File: config.mk
export PLATFORM = sky130hd
export DESIGN_NAME = isp_port
export DESIGN_NICKNAME = d
export VERILOG_FILES = /design/src/isp_edge.v /design/src/isp_port.v /design/src/isp_sync2.v
export VERILOG_INCLUDE_DIRS = /design/src
export SDC_FILE = /design/constraint.sdc
export NUM_CORES = 1
export LEC_CHECK = 0
export BUFFER_PORTS_ARGS = -buffer_cell sky130_fd_sc_hd__buf_2
export CORE_ASPECT_RATIO = 0.5
export CORE_MARGIN = 2
export CORE_UTILIZATION = 50
export CTS_CLUSTER_DIAMETER = 60
export DETAILED_ROUTE_END_ITERATION = 10
export HOLD_SLACK_MARGIN = 0.02
export PLACE_DENSITY = 0.84
export SYNTH_ARGS = -nofsm -noshare
export SYNTH_HDL_FRONTEND = slang
export SYNTH_SLANG_ARGS = --single-unit
File: constraint.sdc
create_clock -name clk_i -period 3.8 [get_ports clk_i]
set_clock_uncertainty 0.15 [all_clocks]
set_input_delay 0.19 -clock clk_i [delete_from_list [all_inputs] [get_ports clk_i]]
set_output_delay 0.19 -clock clk_i [all_outputs]
set_load 0.05 [all_outputs]
File: src/isp_defines.vh
// Constants for the interleaved sample input port.
`ifndef ISP_DEFINES_VH
`define ISP_DEFINES_VH
`define ISP_ADR_CTRL      4'h0
`define ISP_ADR_ALARM_SEL 4'h1
`define ISP_ADR_STATUS    4'h2
`define ISP_ADR_MASK      4'h3
`define ISP_ADR_CHAN_A    4'h4
`define ISP_ADR_CHAN_B    4'h5
`define ISP_ADR_PHASE     4'h6
`define ISP_ADR_SDO       4'h7
`define ISP_CTRL_FOUR_WIRE 0
`define ISP_CTRL_SWAP      1
`define ISP_CTRL_CLK_OUT   2
`define ISP_CTRL_PHASE     3
`define ISP_CTRL_PHASE_8   4
`define ISP_CTRL_MF_LO     5
`define ISP_CTRL_MF_HI     6
`define ISP_CTRL_SDIO_OE   7
`define ISP_CTRL_SDIO_OUT  8
`define ISP_CTRL_RESET     9'h000
`define ISP_EV_A_WORD      0
`define ISP_EV_B_WORD      1
`define ISP_EV_FLAG_ERR    2
`define ISP_EV_SYNC        3
`define ISP_EV_PHASE       4
`define ISP_EV_RESET       5
`define ISP_EV_W           6
`define ISP_MF_SYNC        2'h0
`define ISP_MF_TX_EN       2'h1
`define ISP_MF_SLEEP       2'h2
`define ISP_CLK_DIV_HALF   8'h08
`endif

File: src/isp_edge.v
// Rising edge finder on a synchronised latch clock.
`default_nettype none
module isp_edge (
  input  wire clk_i,
  input  wire rst_i,
  input  wire lvl_i,
  output wire rise_o
);
  reg last;
  // Remember the previous sample to spot a low to high step.
  always @(posedge clk_i) begin
    if (rst_i) begin
      last <= 1'b0;
    end else begin
      last <= lvl_i;
    end
  end
  assign rise_o = lvl_i & ~last;
endmodule
`default_nettype wire

File: src/isp_port.v
// Interleaved sample input port with control pins and Wishbone registers.
//
// Added by the designer: the Wishbone register port and the address map.
`default_nettype none
`include "isp_defines.vh"
module isp_port #(
  parameter DW = 14,
  parameter PW = 8
) (
  input  wire          clk_i,
  input  wire          rst_i,
  input  wire          wb_cyc_i,
  input  wire          wb_stb_i,
  input  wire          wb_we_i,
  input  wire [3:0]    wb_sel_i,
  input  wire [5:2]    wb_adr_i,
  input  wire [31:0]   wb_dat_i,
  output reg  [31:0]   wb_dat_o,
  output reg           wb_ack_o,
  output wire          irq_o,
  input  wire [DW-1:0] sample_data_i,
  input  wire          channel_marker_i,
  input  wire          data_clk_i,
  output reg           data_clk_o,
  output wire          data_clk_oe_o,
  input  wire          chip_reset_n_i,
  input  wire          serial_frame_n_i,
  input  wire          serial_data_i,
  output wire          serial_data_o,
  output wire          serial_data_oe_o,
  output wire          alarm_or_read_out_o,
  input  wire          multi_func_i,
  output wire          sync_pulse_o,
  output wire          tx_enable_o,
  output wire          sleep_o
);

  ////////////////////////////////////////////////////////////////////////////
  // Pin synchronisers.

  wire [DW-1:0] data_s;
  wire          marker_s;
  wire          dclk_s;
  wire          crst_s;
  wire          frame_n_s;
  wire          mf_s;
  wire          sdi_s;

  isp_sync2 #(.W(DW + 6)) u_sync (
    .clk_i (clk_i),
    .rst_i (rst_i),
    .d_i   ({sample_data_i, channel_marker_i, data_clk_i, ~chip_reset_n_i,
             serial_frame_n_i, multi_func_i, serial_data_i}),
    .q_o   ({data_s, marker_s, dclk_s, crst_s, frame_n_s, mf_s, sdi_s})
  );

  // The reset pin is carried inverted so that the synchroniser's own clear
  // reads as no chip reset; a released rst_i is then not stretched by two
  // cycles while the pin level walks through the flip-flops.
  wire srst = rst_i | crst_s;

  ////////////////////////////////////////////////////////////////////////////
  // Registers.

  reg  [8:0]           ctrl;
  reg  [`ISP_EV_W-1:0] alarm_sel;
  reg  [`ISP_EV_W-1:0] status;
  reg  [`ISP_EV_W-1:0] mask;
  reg  [DW-1:0]        chan_a;
  reg  [DW-1:0]        chan_b;
  reg  [2*PW-1:0]      phase_word;
  reg                  sdo_bit;
  reg  [`ISP_EV_W-1:0] events;

  wire four_wire = ctrl[`ISP_CTRL_FOUR_WIRE];
  wire swap      = ctrl[`ISP_CTRL_SWAP];
  wire clk_out   = ctrl[`ISP_CTRL_CLK_OUT];
  wire phase_md  = ctrl[`ISP_CTRL_PHASE];
  wire phase_8   = ctrl[`ISP_CTRL_PHASE_8];
  wire [1:0] mf_mode = ctrl[`ISP_CTRL_MF_HI:`ISP_CTRL_MF_LO];

  wire wb_req = wb_cyc_i & wb_stb_i & ~wb_ack_o;
  wire wb_wr  = wb_req & wb_we_i & wb_sel_i[0];

  // Address match, used by both the write and the read paths.
  function is_adr;
    input [3:0] a;
    input [3:0] want;
    begin
      is_adr = (a == want);
    end
  endfunction

  ////////////////////////////////////////////////////////////////////////////
  // Latch clock: taken from the host, or divided down and driven out.

  reg  [7:0] div_cnt;
  wire       own_rise;
  wire       host_rise;

  // Divider runs always so switching source needs no restart.
  always @(posedge clk_i) begin
    if (srst) begin
      div_cnt    <= 8'h00;
      data_clk_o <= 1'b0;
    end else if (div_cnt == `ISP_CLK_DIV_HALF - 8'h01) begin
      div_cnt    <= 8'h00;
      data_clk_o <= ~data_clk_o;
    end else begin
      div_cnt    <= div_cnt + 8'h01;
    end
  end
  assign own_rise      = clk_out & (div_cnt == `ISP_CLK_DIV_HALF - 8'h01)
                         & ~data_clk_o;
  assign data_clk_oe_o = clk_out;

  isp_edge u_edge (
    .clk_i  (clk_i),
    .rst_i  (srst),
    .lvl_i  (dclk_s),
    .rise_o (host_rise)
  );

  // Own clock mode samples the bus when our own edge goes out; the host
  // must have the data settled two cycles before then, as the bus is seen two cycles late.
  wire latch = clk_out ? own_rise : host_rise;

  ////////////////////////////////////////////////////////////////////////////
  // Demultiplexing of the sample stream.

  wire is_first = marker_s ^ swap;
  reg  first_seen;
  reg  phase_hi_seen;

  // Channel words and phase halves are steered by the marker.
  always @(posedge clk_i) begin
    if (srst) begin
      chan_a        <= {DW{1'b0}};
      chan_b        <= {DW{1'b0}};
      phase_word    <= {2*PW{1'b0}};
      first_seen    <= 1'b0;
      phase_hi_seen <= 1'b0;
      events[2:0]   <= 3'h0;
      events[4]     <= 1'b0;
    end else begin
      events[2:0] <= 3'h0;
      events[4]   <= 1'b0;
      if (latch && phase_md && !phase_8) begin
        phase_word <= {data_s, {(2*PW-DW){1'b0}}};
        events[4]  <= 1'b1;
      end else if (latch && phase_md) begin
        if (marker_s) begin
          phase_word[2*PW-1:PW] <= data_s[DW-1:DW-PW];
          phase_hi_seen         <= 1'b1;
        end else begin
          phase_word[PW-1:0] <= data_s[DW-1:DW-PW];
          events[4]          <= phase_hi_seen;
          phase_hi_seen      <= 1'b0;
        end
      end else if (latch && is_first) begin
        chan_a     <= data_s;
        events[0]  <= 1'b1;
        events[2]  <= first_seen; // two first words in a row
        first_seen <= 1'b1;
      end else if (latch) begin
        chan_b     <= data_s;
        events[1]  <= 1'b1;
        events[2]  <= ~first_seen;
        first_seen <= 1'b0;
      end
    end
  end

  ////////////////////////////////////////////////////////////////////////////
  // Multi-function pin.

  reg mf_last;
  always @(posedge clk_i) begin
    if (srst) begin
      mf_last   <= 1'b0;
      events[3] <= 1'b0;
    end else begin
      mf_last   <= mf_s;
      events[3] <= (mf_mode == `ISP_MF_SYNC) & mf_s & ~mf_last;
    end
  end
  assign sync_pulse_o = events[3];
  assign tx_enable_o  = (mf_mode == `ISP_MF_TX_EN) & mf_s;
  assign sleep_o      = (mf_mode == `ISP_MF_SLEEP) & mf_s;

  // Reset event: first cycle after rst_i or a chip reset has ended.
  reg boot;
  always @(posedge clk_i) begin
    if (srst) begin
      boot      <= 1'b1;
      events[5] <= 1'b0;
    end else begin
      boot      <= 1'b0;
      events[5] <= boot;
    end
  end

  ////////////////////////////////////////////////////////////////////////////
  // Register writes and sticky status; an event wins over a clear.

  always @(posedge clk_i) begin
    if (srst) begin
      ctrl      <= `ISP_CTRL_RESET;
      alarm_sel <= {`ISP_EV_W{1'b0}};
      mask      <= {`ISP_EV_W{1'b0}};
      status    <= {`ISP_EV_W{1'b0}};
      sdo_bit   <= 1'b1;
    end else begin
      if (wb_wr && is_adr(wb_adr_i, `ISP_ADR_CTRL))
        ctrl <= {wb_sel_i[1] ? wb_dat_i[8] : ctrl[8], wb_dat_i[7:0]};
      if (wb_wr && is_adr(wb_adr_i, `ISP_ADR_ALARM_SEL))
        alarm_sel <= wb_dat_i[`ISP_EV_W-1:0];
      if (wb_wr && is_adr(wb_adr_i, `ISP_ADR_MASK))
        mask <= wb_dat_i[`ISP_EV_W-1:0];
      if (wb_wr && is_adr(wb_adr_i, `ISP_ADR_SDO))
        sdo_bit <= wb_dat_i[0];
      if (wb_wr && is_adr(wb_adr_i, `ISP_ADR_STATUS))
        status <= (status & ~wb_dat_i[`ISP_EV_W-1:0]) | events;
      else
        status <= status | events;
    end
  end

  // Read mux and single-cycle acknowledge.
  always @(posedge clk_i) begin
    if (srst) begin
      wb_ack_o <= 1'b0;
      wb_dat_o <= 32'h00000000;
    end else begin
      wb_ack_o <= wb_req;
      wb_dat_o <= 32'h00000000;
      if (wb_req && !wb_we_i) begin
        case (1'b1)
          is_adr(wb_adr_i, `ISP_ADR_CTRL):      wb_dat_o[8:0] <= ctrl;
          is_adr(wb_adr_i, `ISP_ADR_ALARM_SEL):
            wb_dat_o[`ISP_EV_W-1:0] <= alarm_sel;
          is_adr(wb_adr_i, `ISP_ADR_STATUS):
            wb_dat_o[`ISP_EV_W-1:0] <= status;
          is_adr(wb_adr_i, `ISP_ADR_MASK):
            wb_dat_o[`ISP_EV_W-1:0] <= mask;
          is_adr(wb_adr_i, `ISP_ADR_CHAN_A):    wb_dat_o[DW-1:0] <= chan_a;
          is_adr(wb_adr_i, `ISP_ADR_CHAN_B):    wb_dat_o[DW-1:0] <= chan_b;
          is_adr(wb_adr_i, `ISP_ADR_PHASE):
            wb_dat_o[2*PW-1:0] <= phase_word;
          is_adr(wb_adr_i, `ISP_ADR_SDO):
            wb_dat_o[1:0] <= {frame_n_s, sdo_bit};
          default:                              wb_dat_o <= 32'h00000000;
        endcase
      end
    end
  end

  ////////////////////////////////////////////////////////////////////////////
  // Alarm, interrupt and serial data pins.

  // The alarm stays active low; in four-wire mode the pin carries read data.
  wire alarm_hit = |(status & alarm_sel);
  assign alarm_or_read_out_o = four_wire ? sdo_bit : ~alarm_hit;
  assign irq_o = |(status & mask);

  // Read turnaround only while a frame is open and only in three-wire mode.
  assign serial_data_oe_o = ~four_wire & ~frame_n_s
                            & ctrl[`ISP_CTRL_SDIO_OE];
  assign serial_data_o    = sdo_bit;

endmodule
`default_nettype wire

File: src/isp_sync2.v
// Two-stage synchroniser for a bus of pin levels.
`default_nettype none
module isp_sync2 #(
  parameter W = 1
) (
  input  wire         clk_i,
  input  wire         rst_i,
  input  wire [W-1:0] d_i,
  output reg  [W-1:0] q_o
);
  reg [W-1:0] meta;
  // First stage feeds only the second stage.
  always @(posedge clk_i) begin
    if (rst_i) begin
      meta <= {W{1'b0}};
      q_o  <= {W{1'b0}};
    end else begin
      meta <= d_i;
      q_o  <= meta;
    end
  end
endmodule
`default_nettype wire

Yosys cells after proc, flatten, opt, wreduce, memory -nomap -nowiden
Cells that the tools add are included.
Cells by class
  bitwise logic cells: 36
  equality and inequality tests: 11
  add/sub/neg operators: 1
  muxes and demuxes: 42
  reduce and logical (&&, ||, !) cells: 33
Operators with widths (count)
  two-way mux 16 bit: 2
  two-way mux 4 bit: 7
  two-way mux 3 bit: 7
  AND 6 bit: 3
  two-way mux 2 bit: 9
  OR reduction 6 bit: 3
  == test 4 x 3 -> 1 bit (second input constant): 4
  two-way mux 8 bit: 2
  two-way mux 5 bit: 3
  inverter 1 bit: 15
  AND 1 bit: 13
  bitwise OR 6 bit: 2
  two-way mux 1 bit: 11
  AND reduction 2 bit: 5
  logical AND 1 bit: 9
  OR reduction 9 bit: 1
  adder 8 x 1 -> 8 bit (second input constant): 1
  == test 4 x 2 -> 1 bit (second input constant): 2
  == test 8 x 3 -> 1 bit (second input constant): 1
  two-way mux 6 bit: 1
  inverter 6 bit: 1
  AND reduction 3 bit: 2
  nonzero test 2 bit: 3
  OR reduction 2 bit: 3
  other kinds (12): 13
Word-level totals
  flip-flop bits (word level): 165
  input bits: 65
  output and inout port bits: 42
  word-level logic and storage cells: 153

Longest topological paths before layout
  depth after elaboration: 9
  mapped depth: 7
  depth with buffers taken out: 5

Cells and area by module
From an unflattened synthesis, not the netlist that was laid out.
Unflattened totals
  cell total of the unflattened synthesis: 589
  area total of the unflattened synthesis: 6057.1 um2
By module, submodules not included
  isp_port: area an instance 4853.4 um2, sequential area each 2162.1 um2, instances 1, cells each 502
  isp_sync2: area an instance 1156.1 um2, sequential area each 800.8 um2, instances 1, cells each 84
  isp_edge: area an instance 47.5 um2, sequential area each 20.0 um2, instances 1, cells each 3

Worst setup path after synthesis
Ideal clock, no wire load.
  kind: register to register
  from: register wb_ack_o
  to: register alarm_sel[0]
  clock period less this slack: 2.075 ns
  data required time: 3.522 ns
  path slack: 1.725 ns
  buffers on the path: 0
  data arrival time: 1.797 ns
  setup time: 0.128 ns
  cell stages (with the launch flop): 5
  path through: dfxtp_1 nand3b_1 nor4b_2 mux2i_1 nor2_1
Between the ends
  longest elaborated chain between the ends: 5
Ends and longest elaborated chain
  start: declaration: RTL line isp_port.v:19  | output reg wb_ack_o,
  start signal: assignment: RTL line isp_port.v:235  | wb_ack_o <= wb_req;
  inverter 1 bit: RTL line isp_port.v:82  | wire wb_req = wb_cyc_i & wb_stb_i & ~wb_ack_o;
  AND 1 bit: RTL line isp_port.v:82
  AND 1 bit (2 in series): RTL line isp_port.v:83  | wire wb_wr = wb_req & wb_we_i & wb_sel_i[0];
  logical AND 1 bit: RTL line isp_port.v:216  | if (wb_wr && is_adr(wb_adr_i, `ISP_ADR_ALARM_SEL))
  end signal: assignment: RTL line isp_port.v:209  | alarm_sel <= {`ISP_EV_W{1'b0}};
  end signal: assignment: RTL line isp_port.v:217  | alarm_sel <= wb_dat_i[`ISP_EV_W-1:0];
  end: declaration: RTL line isp_port.v:66  | reg [`ISP_EV_W-1:0] alarm_sel;
Every way passes these cells.
A chain may end at the register's enable or synchronous reset.

Final worst setup path
  from: input wb_adr_i[4] in the netlist's numbering
  to: register ctrl[8]
Between the ends
  longest elaborated chain between the ends: 3
Ends and longest elaborated chain
  start: declaration: RTL line isp_port.v:16  | input wire [5:2] wb_adr_i,
  logical NOT 4 bit: RTL line isp_port.v:90  | is_adr = (a == want);
  logical AND 1 bit: RTL line isp_port.v:214  | if (wb_wr && is_adr(wb_adr_i, `ISP_ADR_CTRL))
  AND reduction 2 bit (no line)
  end signal: assignment: RTL line isp_port.v:208  | ctrl <= `ISP_CTRL_RESET;
  end signal: assignment: RTL line isp_port.v:215  | ctrl <= {wb_sel_i[1] ? wb_dat_i[8] : ctrl[8], wb_dat_i[7:0]};
  end: declaration: RTL line isp_port.v:65  | reg [8:0] ctrl;
Every way passes these cells.

==> results.cfg <==
[layout]
final_cell_mix = dfxtp_1 (147), buf_2 (64), a21oi_1 (57)
fin_area_um2 = 7020
final_common_cell = dfxtp_1
final_nets = 766
syn_to_final_growth_pct = 20.0
drive_gt1_share_pct = 17.4
antenna_cells = 0
finish.utilization_pct = 62.7

[yosys]
synthCells = 620
synth_edf_count = 0
synth-xor-area-share_pct = 1.50
muxShareOfSynthArea_pct = 6.89
synth_compound_area_share_pct = 16.1
yosys.area_share.simple_pct = 18.2
netlist-cell-type-count = 57
synth_top_family_by_area = simple AND/OR/NAND/NOR gates
synthAdderAreaFrac_pct = 0.214
synth_warnings = 0
synth_ff_type = dfxtp_1
synth-seq-area-share_pct = 50.3
async_reset_ff_share_pct = 0
syn_avg_cell_area_um2 = 9.43
synth_seq_cells = 147
synthesis.area_um2 = 5850

[critical_path]
max_stage_delay_ps = 560
setup.worst_path.start_class = primary input
r2r_slack_ps = 1110
worst_setup_path_end_kind = flop
slowest_stage = dlygate4sd3_1
critPathTopFamily = buffers and inverters
crit_chain = dlygate4sd3_1, buf_2, nor4_1, nor3b_2, buf_4, nand3_1, dlygate4sd3_1, a21oi_1, dlygate4sd3_1
critPathMaxFanout = 13
critPathMostFrequentCell = dlygate4sd3_1
crit_arrival_ps = 3340
worstReg2RegEnd = ctrl[8]$_SDFFE_PP0P_
rr_worst_depth = 7
required_ps = 4010
r2r-start = wb_ack_o$_SDFF_PP0_
path_class = primary input to flop
worst-path-buf-inv = 5

[cts]
cts-resized-gates = 0
cts_tree = done
cts.sinks = 147
cts_buffers = 17
cts_root_buffer = clkbuf_16
insertion_delay_ps = 410
htreeDepth = 4
clkSlewWorstSetupHoldPaths_ps = 60
clockBufferDepth = 2

[routing]
vias_per_cell = 5.52
drtPass1Iterations = 4
wl_per_cell_um = 16.3
via_count = 4811
ant_nets = 0
drt_iter0_markers = 589
post-route-drc-count = 0
drt_wl_total_um = 14200

[floorplan]
start_util_pct = 52.3
rows = 27
die_x_um = 157
fp.dieH_um = 80.5
pin_count = 107
design.die.area_um2 = 12600
core_region_area_um2 = 11200

[placement]
hpwl_um = 9050
dp_slack_ps = 1380
gp_congestion = 0.858
place_area_um2 = 6160
port_buffers = 64

[power]
p_leak_nw = 2.64
p_total_w = 0.00334
power_density_nw_per_um2 = 476
ir_drop_uv = 268

[hold_path]
whs_endpoint = wb_ack_o$_SDFF_PP0_
hp-start = wb_stb_i
min_path_type = primary input to flop
hold_path_depth = 3

[global_route]
grt_max_degree = 74
grt_usage_pct = 23.6
antenna_found_initial = 0
grt_pass1_wl_um = 22600
grt_overflow = 0
grt_pass1_vias = 4313

[timing]
slew_headroom_pct = 25.6
setup_violations = 0
hold_viol = 0
period_share_pct = 82.4
finalWorstSetupSlack_ps = 667
grt_setup_unrepaired = false
setup_tns_ps = 0
drv_slew = 0
fmax_ghz = 0.319
min_period_ps = 3130
tightest_slew_ps = 1110

[outcome]
status = finished, final reports clean

[run]
cap_violations = 0
==> cell usage after synthesis (all sizes together) (2+ instances only) <==
cell / number / area share (%)
nor4: 6 / 0.75
mux2i: 29 / 5.0
nor2: 40 / 2.6
nand2b: 8 / 0.86
a22oi: 7 / 0.90
o21ai: 51 / 4.4
o22a: 6 / 0.90
xnor2: 5 / 0.75
clkbuf: 29 / 1.9
nor3: 2 / 0.17
mux4: 5 / 1.9
o221a: 7 / 1.3
o31ai: 2 / 0.26
a31o: 2 / 0.30
nand3: 44 / 3.8
nand4: 2 / 0.21
xor2: 5 / 0.75
dfxtp: 147 / 50
or4b: 2 / 0.34
nand2: 27 / 1.8
a211oi: 4 / 0.60
nor3b: 2 / 0.26
and3: 6 / 0.64
o22ai: 2 / 0.21
and2: 5 / 0.53
o2bb2ai: 3 / 0.45
buf: 28 / 3.5
a32o: 2 / 0.34
a21oi: 57 / 4.9
nor4b: 2 / 0.41
or3b: 2 / 0.30
nor2b: 46 / 4.9
o41ai: 2 / 0.62
inv: 20 / 1.3
==> flip-flops by register name, summed over array words and instances, names as in the netlist <==
signal / flops
u_sync.meta: 19
u_sync.q_o: 19
phase_word: 16
wb_dat_o: 16
chan_a: 14
chan_b: 14
ctrl: 9
div_cnt: 8
alarm_sel: 6
mask: 6
status: 6
events: 5
boot: 1
data_clk_o: 1
first_seen: 1
mf_last: 1
phase_hi_seen: 1
serial_data_o: 1
sync_pulse_o: 1
u_edge.last: 1
wb_ack_o: 1
==> kinds of logic after synthesis <==
kind of cell,Yosys count
multiplexers,34
adder cells (fa/ha/maj),1
flip-flops,147
AND/OR/NAND/NOR,199
other,1
buffers and inverters,77
XOR/XNOR,10
AO/OA/AOI/OAI,151
==> area by class of cell <==
cell class / count / area, µm²
inverter: 20 / 75.1
tap: 159 / 199
clock inverter: 6 / 55.1
clock buffer: 25 / 475
fill: 879 / 4170
timing repair buffer: 103 / 693
multi-input combinational: 411 / 2570
sequential: 147 / 2940
==> tightest hold or removal path: cells and delay by family <==
kind / cells / cell delay (ps)
buffers and inverters: 1 / 100
AND/OR/NAND/NOR: 2 / 310
==> what timing repair did <==
item | in CTS | in global routing
buffers inserted | 0 | 0
hold buffers | 32 | 0
hold endpoints to repair | 45 | 0
setup endpoints to repair | 0 | 0
==> worst max-delay path by stage <==
stage / startpoint / end / slack (ps) / cells past startpoint
after CTS: wb_adr_i[4] / ctrl[8]$_SDFFE_PP0P_ / 690 / 9
after detailed placement: div_cnt[5]$_SDFF_PP0_ / chan_b[1]$_SDFFE_PP0P_ / 1380 / 5
final: wb_adr_i[4] / ctrl[8]$_SDFFE_PP0P_ / 670 / 9
after global placement: div_cnt[5]$_SDFF_PP0_ / chan_b[9]$_SDFFE_PP0P_ / 1490 / 5
after floorplan: wb_ack_o$_SDFF_PP0_ / alarm_sel[0]$_SDFFE_PP0P_ / 1730 / 4
after global routing: wb_adr_i[4] / ctrl[8]$_SDFFE_PP0P_ / 500 / 9
==> metal layers <==
layer	GRT usage (%)	wire, µm	part of all wire (%)	vias to the layer above
li1	-	-	-	2291
met1	33.1	6380	45	2237
met2	35.0	6130	43	260
met3	6.91	1510	11	23
met4	7.61	207	1.5	0
met5	0	0	0	-
==> stage by stage <==
step | hold slack (ps) | instances
3_3_place_gp | 213 | 808
6_report | 100 | 871
4_1_cts | 97.7 | 871
3_5_place_dp | 205 | 808
2_1_floorplan | 107 | 635
5_1_grt | 133 | 871
==> where the power goes <==
group / internal [W] / switching [W]
combinational: 0.0000772 / 0.000143
sequential: 0.00157 / 0.0000208
clock: 0.000925 / 0.000600
total: 0.00257 / 0.000764
(Power assumes the default switching activity.)
